`src/design/rts_pkg.sv`:
```
// What this block does
// Hold reset 1024 crystal edges after delay.
// Crystal count only crystal modes, POR/wake.
// PLL mode adds 2 ms lock delay.
// Power-up delay first, then crystal count.
// Other modes: only power-up delay, if enabled.
// Delays count from power-on, ignore pin.
// Power-up delay inserted when disable bit clear.
// Undefined registers keep value except power-on.
// Watchdog wake keeps registers unchanged.
// Power-on: vector zero, fixed flag pattern.
// Reset instruction and brown-out flag updates.
// Pin in run mode sets watchdog flag.
// Pin in idle/sleep: watchdog set, power-down clear.
// Watchdog reset clears watchdog flag only.
// Pin in full power keeps all flags.
// Stack overflow reset sets overflow flag.
// Underflow always flagged, resets when configured.
// Watchdog wake: PC plus 2, clear two flags.
// Interrupt wake: clear power-down, PC+2 or vector.
// Software brown-out enable reset behaviour.
// Power-up delay is 2048 slow oscillator ticks.
// Brown-out during delay restarts the delay.
// Release only when delays done, pin high.
package rts_pkg;

	localparam int RTS_PC_W = 21;
	localparam int RTS_SCRATCH_W = 8;
	localparam int RTS_CLK_MHZ = 125;
	localparam int RTS_POWERUP_DELAY_TIMER_BITS = 11;
	localparam int RTS_POWERUP_DELAY_TIMER_TICKS = 2 ** RTS_POWERUP_DELAY_TIMER_BITS;
	localparam int RTS_OST_EDGES = 1024;
	localparam int RTS_PLL_LOCK_US = 2000;
	localparam int RTS_PLL_CYCLES = RTS_PLL_LOCK_US * RTS_CLK_MHZ;

	localparam logic [RTS_PC_W-1:0] RTS_RESET_VEC = 21'h0_0000;
	localparam logic [RTS_PC_W-1:0] RTS_VEC_HIGH = 21'h0_0008;
	localparam logic [RTS_PC_W-1:0] RTS_VEC_LOW = 21'h0_0018;
	localparam logic [RTS_PC_W-1:0] RTS_PC_STEP = 21'h0_0002;
	localparam logic [RTS_SCRATCH_W-1:0] RTS_SCRATCH_RST = 8'h00;

	localparam logic [1:0] RTS_BOR_OFF = 2'h0;
	localparam logic [1:0] RTS_BOR_SW = 2'h1;
	localparam logic [1:0] RTS_BOR_NO_SLEEP = 2'h2;
	localparam logic [1:0] RTS_BOR_ON = 2'h3;
	localparam logic RTS_SBE_RST = 1'h1;

	typedef enum logic [3:0] {
		crystal_lowpwr_mode,
		crystal_mid_mode,
		crystal_fast_mode,
		crystal_fast_mult_mode,
		resistor_cap_osc_mode,
		resistor_cap_gpio_mode,
		external_clock_mode,
		external_clock_gpio_mode,
		internal_osc_mode_a,
		internal_osc_mode_b
	} rts_osc_mode_t;

	typedef enum logic [1:0] {
		pwr_full,
		pwr_run,
		pwr_idle,
		pwr_sleep
	} rts_pwr_state_t;

	typedef struct packed {
		logic soft_reset_cmd_flag;
		logic watchdog_expired_flag;
		logic power_down_flag;
		logic power_on_flag;
		logic brownout_flag;
		logic stack_overflow_flag;
		logic stack_underflow_flag;
	} rts_flags_t;

	localparam rts_flags_t RTS_FLAGS_POR = 7'h70;

	typedef struct packed {
		logic reset_instr;
		logic wdt_timeout;
		logic stack_overflow;
		logic stack_underflow;
		logic irq_wake;
	} rts_events_t;

endpackage

```
`src/design/rts_sequencer.sv`:
```
`timescale 1ns/10ps
module rts_sequencer
	import rts_pkg::*;
#(
	parameter int PLL_LOCK_CYCLES = RTS_PLL_CYCLES,
	parameter int CNT_W = 18
) (
	input wire logic ref_clk,
	input wire logic rst,
	input wire logic clk_en,
	input wire logic por_pulse,
	input wire logic brownout_det,
	input wire logic internal_slow_osc,
	input wire logic crystal_input_pin,
	input wire logic external_reset_pin_n,
	input wire rts_osc_mode_t osc_mode,
	input wire logic powerup_delay_disable_cfg,
	input wire logic stack_fault_reset_cfg,
	input wire logic [1:0] brownout_mode_cfg,
	input wire rts_pwr_state_t pwr_state,
	input wire logic pm_exit_req,
	input wire rts_events_t core_events,
	input wire logic [RTS_PC_W-1:0] pc,
	input wire logic high_prio_irq_global_en,
	input wire logic low_prio_irq_global_en,
	input wire logic flag_wr_en,
	input wire rts_flags_t flag_wr_data,
	input wire logic sbe_wr_en,
	input wire logic sbe_wr_data,
	input wire logic scratch_wr_en,
	input wire logic [RTS_SCRATCH_W-1:0] scratch_wr_data,
	output logic core_reset,
	output logic clock_stable,
	output logic restart_strobe,
	output logic [RTS_PC_W-1:0] restart_pc,
	output rts_flags_t flags,
	output logic sw_brownout_enable,
	output logic [RTS_SCRATCH_W-1:0] scratch
);

	if (PLL_LOCK_CYCLES < 1 || PLL_LOCK_CYCLES > 2 ** CNT_W - 1 || RTS_POWERUP_DELAY_TIMER_TICKS > 2 ** CNT_W - 1) begin : g_chk
		$error("rts_sequencer: delay counts do not fit CNT_W");
	end

	typedef enum logic [2:0] {
		seq_por,
		seq_powerup_delay_timer,
		seq_ost,
		seq_pll,
		seq_run
	} rts_seq_t;

	typedef enum logic [3:0] {
		cause_none,
		cause_por,
		cause_bor,
		cause_stack_ovf,
		cause_stack_unf,
		cause_unf_err,
		cause_wdt_reset,
		cause_wdt_wake,
		cause_pin_run,
		cause_pin_idle,
		cause_pin_full,
		cause_reset_instr,
		cause_irq_wake
	} rts_cause_t;

	function automatic logic [CNT_W-1:0] rts_cnt(input int value);
		rts_cnt = value[CNT_W-1:0];
	endfunction

	////////////////////////////////////////////////////////////////////////////////
	// Input sampling and edge detection.

	rts_seq_t state;
	rts_seq_t next_state;
	logic wake_seq;
	logic next_wake_seq;
	logic slow_q;
	logic xtal_q;
	logic pin_q;
	logic por_q;
	logic bor_q;
	logic sbe;

	// Brown-out detection is gated by its configuration before it can hold the chip.
	wire logic bor_active = brownout_det && ((brownout_mode_cfg == RTS_BOR_ON) ||
		(brownout_mode_cfg == RTS_BOR_NO_SLEEP && pwr_state != pwr_sleep) ||
		(brownout_mode_cfg == RTS_BOR_SW && sw_brownout_enable));

	always_ff @(posedge ref_clk or posedge rst) begin
		if (rst) begin
			slow_q <= 1'b0;
			xtal_q <= 1'b0;
			pin_q <= 1'b0;
			por_q <= 1'b1;
			bor_q <= 1'b0;
		end else if (clk_en) begin
			slow_q <= internal_slow_osc;
			xtal_q <= crystal_input_pin;
			pin_q <= external_reset_pin_n;
			por_q <= por_pulse;
			bor_q <= bor_active;
		end
	end

	wire logic slow_edge = internal_slow_osc & ~slow_q;
	wire logic xtal_edge = crystal_input_pin & ~xtal_q;
	wire logic pin_fall = pin_q & ~external_reset_pin_n;
	wire logic por_rise = por_pulse & ~por_q;
	wire logic xtal_mode = (osc_mode == crystal_lowpwr_mode) || (osc_mode == crystal_mid_mode) ||
		(osc_mode == crystal_fast_mode) || (osc_mode == crystal_fast_mult_mode);
	wire logic pll_mode = (osc_mode == crystal_fast_mult_mode);
	wire logic pm_sleepy = (pwr_state == pwr_idle) || (pwr_state == pwr_sleep);
	wire logic bor_rise = bor_active & ~bor_q;
	wire logic por_hold = por_pulse | bor_active;

	////////////////////////////////////////////////////////////////////////////////
	// Time-out sequence.

	logic [CNT_W-1:0] cnt_value;
	logic cnt_done;
	logic cnt_load;
	logic [CNT_W-1:0] cnt_load_value;
	logic cnt_tick;

	always_comb begin
		next_state = state;
		next_wake_seq = wake_seq;
		case (state)
			seq_por: begin
				next_wake_seq = 1'b0;
				if (!por_hold) begin
					if (!powerup_delay_disable_cfg) begin
						next_state = seq_powerup_delay_timer;
					end else if (xtal_mode) begin
						next_state = seq_ost;
					end else begin
						next_state = seq_run;
					end
				end
			end
			seq_powerup_delay_timer: begin
				if (cnt_done) begin
					next_state = xtal_mode ? seq_ost : seq_run;
				end
			end
			seq_ost: begin
				if (cnt_done) begin
					next_state = pll_mode ? seq_pll : seq_run;
				end
			end
			seq_pll: begin
				if (cnt_done) begin
					next_state = seq_run;
				end
			end
			seq_run: begin
				if (pm_exit_req && xtal_mode) begin
					next_state = seq_ost;
					next_wake_seq = 1'b1;
				end
			end
			default: begin
				next_state = seq_por;
			end
		endcase
		// A brown-out anywhere sends the sequence back and re-arms the delays.
		if (por_hold) begin
			next_state = seq_por;
			next_wake_seq = 1'b0;
		end
	end

	assign cnt_load = (next_state != state) && (next_state != seq_run) && (next_state != seq_por);
	assign cnt_load_value = (next_state == seq_powerup_delay_timer) ? rts_cnt(RTS_POWERUP_DELAY_TIMER_TICKS) :
		(next_state == seq_ost) ? rts_cnt(RTS_OST_EDGES) : rts_cnt(PLL_LOCK_CYCLES);
	assign cnt_tick = (state == seq_powerup_delay_timer) ? slow_edge : (state == seq_ost) ? xtal_edge : 1'b1;

	rts_down_counter #(
		.WIDTH(CNT_W)
	) u_delay (
		.ref_clk(ref_clk),
		.rst(rst),
		.clk_en(clk_en),
		.load(cnt_load),
		.load_value(cnt_load_value),
		.tick(cnt_tick),
		.count(cnt_value),
		.done(cnt_done)
	);

	always_ff @(posedge ref_clk or posedge rst) begin
		if (rst) begin
			state <= seq_por;
			wake_seq <= 1'b0;
		end else if (clk_en) begin
			state <= next_state;
			wake_seq <= next_wake_seq;
		end
	end

	// The pin is not looked at by the delays, so a long hold lets them all expire first.
	assign core_reset = ((state != seq_run) && !wake_seq) || !external_reset_pin_n;
	assign clock_stable = (state == seq_run);

	////////////////////////////////////////////////////////////////////////////////
	// Reset and wake cause, flags and restart address.

	wire rts_cause_t cause =
		(por_rise) ? cause_por :
		(bor_rise) ? cause_bor :
		(state != seq_run) ? cause_none :
		(core_events.stack_overflow && stack_fault_reset_cfg) ? cause_stack_ovf :
		(core_events.stack_underflow) ? (stack_fault_reset_cfg ? cause_stack_unf : cause_unf_err) :
		(core_events.wdt_timeout) ? (pm_sleepy ? cause_wdt_wake : cause_wdt_reset) :
		(pin_fall) ? ((pwr_state == pwr_full) ? cause_pin_full :
			(pwr_state == pwr_run) ? cause_pin_run : cause_pin_idle) :
		(core_events.reset_instr) ? cause_reset_instr :
		(core_events.irq_wake && pm_sleepy) ? cause_irq_wake : cause_none;

	wire logic [RTS_PC_W-1:0] pc_next = RTS_PC_W'(pc + RTS_PC_STEP);
	wire logic [RTS_PC_W-1:0] irq_target = high_prio_irq_global_en ? RTS_VEC_HIGH :
		low_prio_irq_global_en ? RTS_VEC_LOW : pc_next;
	wire logic is_restart = (cause != cause_none) && (cause != cause_unf_err) && (cause != cause_por);
	wire logic is_reset = is_restart && (cause != cause_wdt_wake) && (cause != cause_irq_wake);

	rts_flags_t next_flags;
	logic [RTS_PC_W-1:0] next_restart_pc;

	// Software writes are applied first so a hardware cause in the same cycle wins.
	always_comb begin
		next_flags = flag_wr_en ? flag_wr_data : flags;
		next_restart_pc = RTS_RESET_VEC;
		case (cause)
			cause_por: begin
				next_flags = RTS_FLAGS_POR;
			end
			cause_bor: begin
				next_flags.soft_reset_cmd_flag = 1'b1;
				next_flags.watchdog_expired_flag = 1'b1;
				next_flags.power_down_flag = 1'b1;
				next_flags.brownout_flag = 1'b0;
			end
			cause_stack_ovf: begin
				next_flags.stack_overflow_flag = 1'b1;
			end
			cause_stack_unf, cause_unf_err: begin
				next_flags.stack_underflow_flag = 1'b1;
			end
			cause_wdt_reset: begin
				next_flags.watchdog_expired_flag = 1'b0;
			end
			cause_wdt_wake: begin
				next_flags.watchdog_expired_flag = 1'b0;
				next_flags.power_down_flag = 1'b0;
				next_restart_pc = pc_next;
			end
			cause_pin_run: begin
				next_flags.watchdog_expired_flag = 1'b1;
			end
			cause_pin_idle: begin
				next_flags.watchdog_expired_flag = 1'b1;
				next_flags.power_down_flag = 1'b0;
			end
			cause_pin_full: begin
				next_restart_pc = RTS_RESET_VEC;
			end
			cause_reset_instr: begin
				next_flags.soft_reset_cmd_flag = 1'b0;
			end
			cause_irq_wake: begin
				next_flags.power_down_flag = 1'b0;
				next_restart_pc = irq_target;
			end
			default: begin
				next_restart_pc = RTS_RESET_VEC;
			end
		endcase
	end

	always_ff @(posedge ref_clk or posedge rst) begin
		if (rst) begin
			flags <= RTS_FLAGS_POR;
			restart_strobe <= 1'b0;
			restart_pc <= RTS_RESET_VEC;
		end else if (clk_en) begin
			flags <= next_flags;
			restart_strobe <= is_restart;
			restart_pc <= (is_restart || cause == cause_por) ? next_restart_pc : restart_pc;
		end
	end

	////////////////////////////////////////////////////////////////////////////////
	// Software brown-out enable and retained scratch register.

	// A power-on or a software write sets it; other resets keep it solely in software brown-out mode.
	wire logic sbe_keep = (brownout_mode_cfg == RTS_BOR_SW) && sbe;
	wire logic next_sbe = (cause == cause_por) ? RTS_SBE_RST :
		((is_reset || cause == cause_bor) && !sbe_keep) ? 1'b0 :
		sbe_wr_en ? sbe_wr_data : sbe;

	always_ff @(posedge ref_clk or posedge rst) begin
		if (rst) begin
			sbe <= RTS_SBE_RST;
		end else if (clk_en) begin
			sbe <= next_sbe;
		end
	end

	assign sw_brownout_enable = sbe && (brownout_mode_cfg == RTS_BOR_SW);

	// Only rst clears scratch; a power-on pulse, wakes and resets all leave its value.
	always_ff @(posedge ref_clk or posedge rst) begin
		if (rst) begin
			scratch <= RTS_SCRATCH_RST;
		end else if (clk_en && scratch_wr_en) begin
			scratch <= scratch_wr_data;
		end
	end

	////////////////////////////////////////////////////////////////////////////////
	// Checks.

	powerup_delay_timer_first_a: assert property (@(posedge ref_clk) disable iff (rst)
		(state == seq_ost && $past(state) == seq_por) |-> $past(powerup_delay_disable_cfg))
		else $error("crystal count started before the power-up delay");

	ost_mode_a: assert property (@(posedge ref_clk) disable iff (rst)
		(state == seq_ost) |-> xtal_mode)
		else $error("crystal count ran in a non-crystal mode");

	pll_order_a: assert property (@(posedge ref_clk) disable iff (rst)
		(state == seq_pll && $past(state) != seq_pll) |-> ($past(state) == seq_ost && pll_mode))
		else $error("PLL delay did not follow the crystal count");

	powerup_delay_timer_load_a: assert property (@(posedge ref_clk) disable iff (rst)
		(state == seq_powerup_delay_timer && $past(state) == seq_por) |-> (cnt_value == rts_cnt(RTS_POWERUP_DELAY_TIMER_TICKS)))
		else $error("power-up delay loaded with wrong count");

	release_gate_a: assert property (@(posedge ref_clk) disable iff (rst)
		(state == seq_run && $past(state) != seq_run) |-> ($past(cnt_done) || $past(state) == seq_por))
		else $error("reset released before the delays expired");

	por_flags_a: assert property (@(posedge ref_clk) disable iff (rst)
		(clk_en && por_rise) |=> (flags == RTS_FLAGS_POR && restart_pc == RTS_RESET_VEC && restart_strobe == 1'b0))
		else $error("power-on flags or vector wrong");

	wdt_wake_a: assert property (@(posedge ref_clk) disable iff (rst)
		(clk_en && cause == cause_wdt_wake) |=> (restart_strobe && restart_pc == $past(pc_next) &&
		!flags.watchdog_expired_flag && !flags.power_down_flag))
		else $error("watchdog wake handled wrongly");

	underflow_a: assert property (@(posedge ref_clk) disable iff (rst)
		(clk_en && (cause == cause_unf_err)) |=> (flags.stack_underflow_flag && !restart_strobe))
		else $error("underflow error not recorded or restarted");

	bor_restart_a: assert property (@(posedge ref_clk) disable iff (rst)
		(clk_en && bor_active) |=> (state == seq_por))
		else $error("brown-out did not restart the sequence");

	full_seq_c: cover property (@(posedge ref_clk) disable iff (rst)
		state == seq_pll ##1 state == seq_run);
	irq_wake_c: cover property (@(posedge ref_clk) disable iff (rst) cause == cause_irq_wake);
	pin_idle_c: cover property (@(posedge ref_clk) disable iff (rst) cause == cause_pin_idle);

endmodule

```
`src/design/rts_down_counter.sv`:
```
`timescale 1ns/10ps
module rts_down_counter #(
	parameter int WIDTH = 18
) (
	input wire logic ref_clk,
	input wire logic rst,
	input wire logic clk_en,
	input wire logic load,
	input wire logic [WIDTH-1:0] load_value,
	input wire logic tick,
	output logic [WIDTH-1:0] count,
	output logic done
);

	if (WIDTH < 2) begin : g_chk
		$error("rts_down_counter: WIDTH must be at least 2");
	end

	always_ff @(posedge ref_clk or posedge rst) begin
		if (rst) begin
			count <= '0;
		end else if (clk_en) begin
			if (load) begin
				count <= load_value;
			end else if (tick && count != '0) begin
				count <= count - 1'b1;
			end
		end
	end

	assign done = (count == '0);

endmodule

```
`config.mk`:
```
export PLATFORM = sky130hd
export DESIGN_NAME = rts_sequencer
export DESIGN_NICKNAME = d
export VERILOG_FILES = /design/src/design/rts_pkg.sv /design/src/design/rts_sequencer.sv /design/src/design/rts_down_counter.sv
export SDC_FILE = /design/constraint.sdc
export NUM_CORES = 1
export LEC_CHECK = 0
export ABC_AREA = 1
export BUFFER_PORTS_ARGS = -buffer_cell sky130_fd_sc_hd__buf_2
export CAP_MARGIN = 0
export CELL_PAD_IN_SITES_DETAIL_PLACEMENT = 1
export CELL_PAD_IN_SITES_GLOBAL_PLACEMENT = 1
export CORE_MARGIN = 5
export CORE_UTILIZATION = 41
export DETAILED_ROUTE_END_ITERATION = 10
export PLACE_DENSITY = 0.9
export SLEW_MARGIN = 15
export SYNTH_ARGS = -nofsm -noshare
export SYNTH_HDL_FRONTEND = slang
export SYNTH_SLANG_ARGS = --single-unit
```
`constraint.sdc`:
```
create_clock -name ref_clk -period 6.8 [get_ports ref_clk]
set_clock_uncertainty 0.05 [all_clocks]
set_input_delay 0 -clock ref_clk [delete_from_list [all_inputs] [get_ports ref_clk]]
set_output_delay 0 -clock ref_clk [all_outputs]
set_load 0.005 [all_outputs]
```
==> impl_results.rst, run 1 <==
.. list-table::
   :header-rows: 1

   * - Metric
     - Value
   * - Antenna violations before repair
     - 0
   * - Post-CTS repair timing setup buffer count
     - 0
   * - First DRT Iteration DRCs
     - 196
   * - Mean post-synth cell area
     - 7.59 µm²
   * - Synth cell types
     - 39
   * - Diode insertion count for antenna repair
     - 0
   * - Post-layout utilization of the core
     - 0.552
   * - First-pass GRT wire length
     - 24.7 mm
   * - Overall power of the completed layout
     - 1.42 mW
   * - Count of hold-fix buffers inserted at cts
     - 44
   * - Setup repair after global routing missed its margin
     - no
   * - Worst supply voltage drop on vdd
     - 106 µV
   * - Reported leakage power
     - 2.83 nW
   * - Sequential area share after synthesis
     - 0.395
   * - Crit Path Class
     - flip-flop to flip-flop
   * - Remaining max-slew budget at the tightest pin
     - 0.421
   * - Cell at the root of the clock tree
     - clkbuf_8
   * - R2R Path Start
     - por_q$_DFFE_PP1P_
   * - Count of flip-flops with a built-in enable after synthesis
     - 0
   * - Setup-failing EPs final
     - 0
   * - Worst endpoint data arrival time
     - 3.86 ns
   * - Power density over cell area
     - 261 nW/µm²
   * - Total via count in the routed design
     - 4,344
   * - Most used flip-flop cell after synthesis
     - dfrtp_1
   * - Initial Utilization
     - 0.421
   * - Per-cell via count in the routed design
     - 5.21
   * - Tightest Hold Check Type
     - input pin to flip-flop
   * - Final-report hold violation count
     - 0
   * - Data required time of the critical path
     - 7.04 ns
   * - R2r endpoint
     - sbe$_DFFE_PP1P_
   * - Clock tree from TritonCTS
     - yes
   * - Critical hold path startpoint
     - flag_wr_data[4]
   * - Antenna viol nets, final
     - 0
   * - Number of synthesized register bits
     - 65
   * - Post-cts resize count
     - 0
   * - Global Route Usage Sum
     - 0.247
   * - Max Clock Freq
     - 276 MHz
   * - Placement row count
     - 36
   * - Endpoint of the most critical setup path
     - sbe$_DFFE_PP1P_
   * - Time the worst path needs with I/O delays and setup
     - 3.62 ns
   * - Largest fanout on the critical path
     - 10
   * - Slew @ Worst Pin
     - 0.868 ns
   * - Share of layout cells above drive strength 1
     - 0.257
   * - Routability congestion estimate from global placement
     - 0.879
   * - Cells after Synth
     - 545
   * - Nets@finish
     - 764
   * - Fill cell total of the finished layout
     - 1,287
   * - Insertion delay to the later sink of the worst-skew pair
     - 0.37 ns
   * - Clock transition at path regs
     - 0.08 ns
   * - Number of I/O pins
     - 106
   * - Core area
     - 9820 µm²
   * - Post-synthesis net count
     - 614
   * - CTS buffer count
     - 9
   * - Vias in the first global route
     - 4,847
   * - Worst setup slack for register-to-register paths
     - 3.18 ns
   * - Netlist Area Pre-Place
     - 4140 µm²
   * - Die span in y
     - 110 µm
   * - Length of the first detailed-routing pass in iterations
     - 4
   * - Clock Tree Buf Depth
     - 2
   * - Worst hold-check slack
     - 0.00981 ns
   * - Final HPWL DP
     - 9.49 mm
   * - Htree depth
     - 3
   * - Max-slew violation count
     - 0
   * - Type of element launching the critical path
     - flip-flop
   * - Overall die width
     - 110 µm
   * - Total grt overflow
     - 0
   * - Sum of routed wire length over all layers
     - 14.8 mm
   * - Final worst path period share
     - 0.533
   * - MaxCap Viol Count
     - 0
   * - Beginning of the critical path
     - por_q$_DFFE_PP1P_
   * - Drt drc
     - 0
   * - Worst Reg-to-Reg Cells
     - 17
   * - Share of flip-flops with an asynchronous set or reset
     - 1.00
   * - Kind of capture point of the worst setup path
     - flip-flop
   * - Area growth from synthesis to layout
     - 31.1%
   * - Run status
     - completed
   * - Maximum number of pins on one net before global-route repair
     - 66
   * - Die footprint
     - 12,200 µm²
   * - Port Buf Inserts
     - 105
   * - Total negative setup slack
     - 0 ns
   * - Clock Sinks
     - 65
   * - Routed length per instance
     - 17.8 µm
   * - Yosys warns
     - 0
[cells in the final DEF (no fill, tap or decap), types with 3 or more instances in the layout]
cell type,synthesis,layout
xor2_1,19,19
nand2_2,8,8
nand3_1,32,32
inv_2,4,5
nor2_2,4,4
nor2_1,40,40
inv_1,52,51
nand2_1,182,182
xnor2_1,14,14
dlygate4sd3_1,0,44
a21oi_1,12,12
dfrtp_1,60,60
o21ai_0,24,24
o21ai_2,11,11
nand2_4,3,3
nor2_4,4,4
nor3_1,7,7
ha_1,3,3
dfstp_2,5,5
buf_2,0,105
o31ai_1,6,6
nand4_1,15,15
nand3_2,3,3
clkbuf_8,0,9
mux2_2,8,8
[power breakdown]
| part | internal (mW) | switching [mW] |
|---|---|---|
| Sequential | 0.454 | 0.0735 |
| Combinational | 0.191 | 0.310 |
| Clock | 0.210 | 0.178 |
| Total | 0.854 | 0.562 |
[kinds of logic after synthesis]
logic type                 share of synthesized area
DFF                                            0.395
AOI/OAI and AO/OA                             0.0962
and+or+nand+nor                                0.339
xor gates and xnor gates                      0.0699
adders and majority gates                    0.00907
muxes                                         0.0218
buffers and inverters                         0.0699
[state kept, by name, indices dropped and copies added, names as in the netlist, 3 cells and up]
| signal | count |
|---|---|
| scratch | 8 |
| restart_pc | 21 |
| u_delay.count | 18 |
| state | 3 |
| flags | 7 |
[critical path, cell delays in order (launching register included)]
cell,delay (ns)
dfstp_2,0.52
inv_1,0.04
nand2_1,0.30
nand3_2,0.14
nor2_2,0.18
nand2_1,0.14
nand2_1,0.16
nor2_2,0.07
nand2_2,0.10
nand2_1,0.09
nor2_1,0.17
nand3b_1,0.14
nand2_1,0.11
nand2_1,0.08
nand3_1,0.09
dlygate4sd3_1,0.55
nand2_1,0.05
dlygate4sd3_1,0.55
[stage by stage]
step | worst slack [ns] | std cells | area, µm²
after floorplan | 4.60 | 545 | 4140
after global placement | 4.10 | 773 | 4760
after detailed placement | 3.94 | 773 | 4760
after CTS | 3.40 | 833 | 5430
after global routing | 3.05 | 833 | 5430
final | 3.18 | 833 | 5430
[how the worst min path moves through the flow]
| stage | cells past startpoint | to | slack, ns |
|---|---|---|---|
| detailed placement | 2 | scratch[4]$_DFFE_PP0P_ | 0.19 |
| CTS | 4 | flags[4]$_DFFE_PP1P_ | 0.0005 |
| global placement | 2 | restart_pc[1]$_DFFE_PP0P_ | 0.17 |
| global route | 4 | restart_pc[6]$_DFFE_PP0P_ | 0.04 |
| floorplan | 1 | sw_brownout_enable | -0.01 |
| finish | 4 | flags[4]$_DFFE_PP1P_ | 0.01 |
[final cells by class]
cell class              count  area, µm²  area share
multi-input cells         413       2220       0.408
clock buffers               9        124      0.0228
inverters                  56        210      0.0387
repair buffers            150        973       0.179
clock inverters             7        103      0.0189
well taps                 133        166      0.0307
flip-flops and latches     65       1630       0.301
[layer usage]
| metal | routed length [µm] | track usage | part of all wire | vias to the layer above |
|---|---|---|---|---|
| met3 | 736 | 0.0542 | 0.050 | 34 |
| met5 | 0 | 0 | 0 | - |
| met4 | 379 | 0.0854 | 0.026 | 0 |
| met2 | 7640 | 0.441 | 0.52 | 141 |
| met1 | 6040 | 0.290 | 0.41 | 2117 |
| li1 | - | - | - | 2052 |
[Yosys cell counts (2+ instances only)]
cell type | number | area share
xnor2_1 | 14 | 0.030
buf_6 | 3 | 0.0082
o21ai_0 | 24 | 0.029
nor2_2 | 4 | 0.0060
nor3_1 | 7 | 0.0085
nand3_2 | 3 | 0.0073
ha_1 | 3 | 0.0091
nand4_1 | 15 | 0.023
a31oi_1 | 2 | 0.0030
nand2_2 | 8 | 0.012
nor2_4 | 4 | 0.011
inv_1 | 52 | 0.047
nand2_1 | 182 | 0.17
clkbuf_1 | 6 | 0.0054
nand3b_1 | 2 | 0.0036
mux2_2 | 8 | 0.022
nor4_1 | 2 | 0.0030
nand2_4 | 3 | 0.0082
a21oi_1 | 12 | 0.015
o31ai_1 | 6 | 0.011
a21oi_2 | 2 | 0.0042
xor2_1 | 19 | 0.040
o21ai_2 | 11 | 0.023
nand3_1 | 32 | 0.039
nor2_1 | 40 | 0.036
dfstp_2 | 5 | 0.032
nand3_4 | 2 | 0.0085
inv_2 | 4 | 0.0036
dfrtp_1 | 60 | 0.36
Power figures use the tool's default switching activity.
==> run 2: changes to the inputs <==
--- a/config.mk
+++ b/config.mk
@@ -11,9 +11,9 @@
 export CELL_PAD_IN_SITES_DETAIL_PLACEMENT = 1
 export CELL_PAD_IN_SITES_GLOBAL_PLACEMENT = 1
 export CORE_MARGIN = 5
-export CORE_UTILIZATION = 41
+export CORE_UTILIZATION = 35
 export DETAILED_ROUTE_END_ITERATION = 10
-export PLACE_DENSITY = 0.9
+export PLACE_DENSITY = 0.82
 export SLEW_MARGIN = 15
 export SYNTH_ARGS = -nofsm -noshare
 export SYNTH_HDL_FRONTEND = slang
==> constraint.sdc (replaced) <==
create_clock -name ref_clk -period 3.2 [get_ports ref_clk]
set_clock_uncertainty 0.05 [all_clocks]
set_input_delay 0 -clock ref_clk [delete_from_list [all_inputs] [get_ports ref_clk]]
set_output_delay 0 -clock ref_clk [all_outputs]
set_load 0.005 [all_outputs]
==> impl_results.rst, run 2 (synthesized netlist as in run 1, its figures left out) <==
.. list-table::
   :header-rows: 1

   * - Metric
     - Value
   * - Run status
     - completed
   * - Antenna violations before repair
     - 0
   * - Slack of the critical path
     - 0.268 ns
   * - Highest-count cells in the layout ignoring fill and taps
     - 182 x nand2_1, 105 x buf_2, 60 x dfrtp_1, 51 x inv_1, 40 x nor2_1
   * - Antenna viol nets, final
     - 0
   * - Most common cell after layout, fill and taps aside
     - nand2_1
   * - Largest Register
     - restart_pc
   * - Number of flip-flops under the largest register name
     - 21
   * - Setup-failing EPs final
     - 0
   * - Insertion delay to the later sink of the worst-skew pair
     - 0.33 ns
   * - Nets@finish
     - 754
   * - Overall power of the completed layout
     - 3.31 mW
   * - Largest registers
     - restart_pc: 21 flops, u_delay.count: 18 flops, scratch: 8 flops
   * - Clock transition at path regs
     - 0.06 ns
   * - Area growth from synthesis to layout
     - 32.1%
   * - Placement row count
     - 39
   * - CTS buffer count
     - 9
   * - Pre-CTS WS
     - 0.374 ns
   * - Remaining max-slew budget at the tightest pin
     - 0.423
   * - Routed length per instance
     - 16.5 µm
   * - Maximum number of pins on one net before global-route repair
     - 66
   * - Global Route Usage Sum
     - 0.197
   * - Routability congestion estimate from global placement
     - 0.837
   * - Initial Utilization
     - 0.359
   * - Core area
     - 11,500 µm²
   * - Htree depth
     - 3
   * - Power density over cell area
     - 605 nW/µm²
   * - Total grt overflow
     - 0
   * - First DRT Iteration DRCs
     - 133
   * - Tightest Hold Check Type
     - input pin to flip-flop
   * - Cell at the root of the clock tree
     - clkbuf_16
   * - Per-cell via count in the routed design
     - 5.09
   * - Final-report hold violation count
     - 0
   * - Overall die width
     - 119 µm
   * - Multi-input combinational cell area
     - 2220 µm²
   * - Clock tree from TritonCTS
     - yes
   * - Type of element launching the critical path
     - flip-flop
   * - Setup repair after global routing missed its margin
     - no
   * - Clock Sinks
     - 65
   * - Slew @ Worst Pin
     - 0.866 ns
   * - MaxCap Viol Count
     - 0
   * - Drt drc
     - 0
   * - Total negative setup slack
     - 0 ns
   * - Reported leakage power
     - 2.85 nW
   * - Max-slew violation count
     - 0
   * - Final HPWL DP
     - 9.89 mm
   * - Fill cell total of the finished layout
     - 1,446
   * - Diode insertion count for antenna repair
     - 0
   * - Share of layout cells above drive strength 1
     - 0.264
   * - Number of I/O pins
     - 106
   * - Data required time of the critical path
     - 3.40 ns
   * - Total via count in the routed design
     - 4,241
   * - Length of the first detailed-routing pass in iterations
     - 5
   * - Area occupied by registers
     - 1630 µm²
   * - Clock Tree Buf Depth
     - 2
   * - Worst supply voltage drop on vdd
     - 276 µV
   * - Worst endpoint data arrival time
     - 3.13 ns
   * - Post-CTS repair timing setup buffer count
     - 0
   * - Kind of capture point of the worst setup path
     - flip-flop
   * - Time the worst path needs with I/O delays and setup
     - 2.93 ns
   * - Max Clock Freq
     - 341 MHz
   * - Vias in the first global route
     - 4,601
   * - Crit Path Class
     - flip-flop to flip-flop
   * - Largest fanout on the critical path
     - 10
   * - First-pass GRT wire length
     - 22.4 mm
   * - Sum of routed wire length over all layers
     - 13.8 mm
   * - Port Buf Inserts
     - 105
   * - Die footprint
     - 14,100 µm²
   * - Final worst path period share
     - 0.916
   * - Die span in y
     - 119 µm
[run 2: cell types whose count changed in the layout (fill, tap and decap cells not counted), sizes merged]
cell and delta:
clkbuf +1, buf +1, inv -2, bufinv +1, dlygate4sd3 -11
[run 2: critical path: stages, from the launching register on]
cell           delay, ns
dfstp_2             0.52
inv_1               0.05
nand2_1             0.27
nand3_2             0.11
nor2_2              0.17
nand2_1             0.11
nand2_1             0.13
nor2_2              0.06
nand2_2             0.10
nand2_1             0.09
nor2_1              0.18
nand3b_1            0.12
nand2_1             0.12
nand2_1             0.07
nand2_1             0.09
nand2_1             0.05
dlygate4sd3_1       0.56
[run 2: layout make-up]
cell class,count,area share
Clock buffer,10,0.0437
Clock inverter,6,0.0211
Inverter,56,0.0384
Multi-Input combinational cell,413,0.406
Sequential cell,65,0.299
Tap cell,143,0.0327
Timing Repair Buffer,140,0.159
[run 2: what timing repair did]
item / 4_1_cts / 5_1_grt
setup endpoints to repair: 0 / 1
endpoints found under the hold margin: 92 / 0
resized for setup: 0 / 1
hold buffers: 33 / 0
[run 2: where the power goes]
part	leakage [nW]	switching (mW)	total [mW]	internal [mW]
logic	1.84	0.628	1.03	0.401
registers	0.842	0.146	1.11	0.966
clock network	0.169	0.380	1.16	0.785
total	2.85	1.15	3.31	2.15
[run 2: final timing paths]
check	start	endpoint	slack [ns]	depth (start not counted)
worst max register to register	por_q$_DFFE_PP1P_	sbe$_DFFE_PP1P_	0.27	16
worst min register to register	flags[4]$_DFFE_PP1P_	flags[4]$_DFFE_PP1P_	0.42	2
max in group asynchronous	rst	state[2]$_DFFE_PP0P_	2.11	4
worst max-delay path	por_q$_DFFE_PP1P_	sbe$_DFFE_PP1P_	0.27	16
min in group asynchronous	rst	restart_pc[6]$_DFFE_PP0P_	0.38	4
worst min-delay path	pc[15]	restart_pc[15]$_DFFE_PP0P_	0.01	3
[run 2: metrics by stage]
| step | cell area, µm² | hold slack [ns] | std cells | util |
|---|---|---|---|---|
| floorplan | 4140 | -0.0144 | 545 | - |
| global placement | 4780 | 0.167 | 784 | 0.415 |
| detailed placement | 4780 | 0.172 | 784 | 0.415 |
| CTS | 5460 | 0.0000764 | 833 | 0.474 |
| global route | 5470 | 0.0170 | 833 | 0.475 |
| finish | 5470 | 0.0126 | 833 | 0.475 |
[run 2: layer usage]
metal  up-vias  global-route usage  wire [µm]
met5         -                   0          0
met4         0              0.0811        324
met2       108               0.344       6900
met3        26              0.0454        704
met1      2072               0.233       5850
li1       2035                   -          -
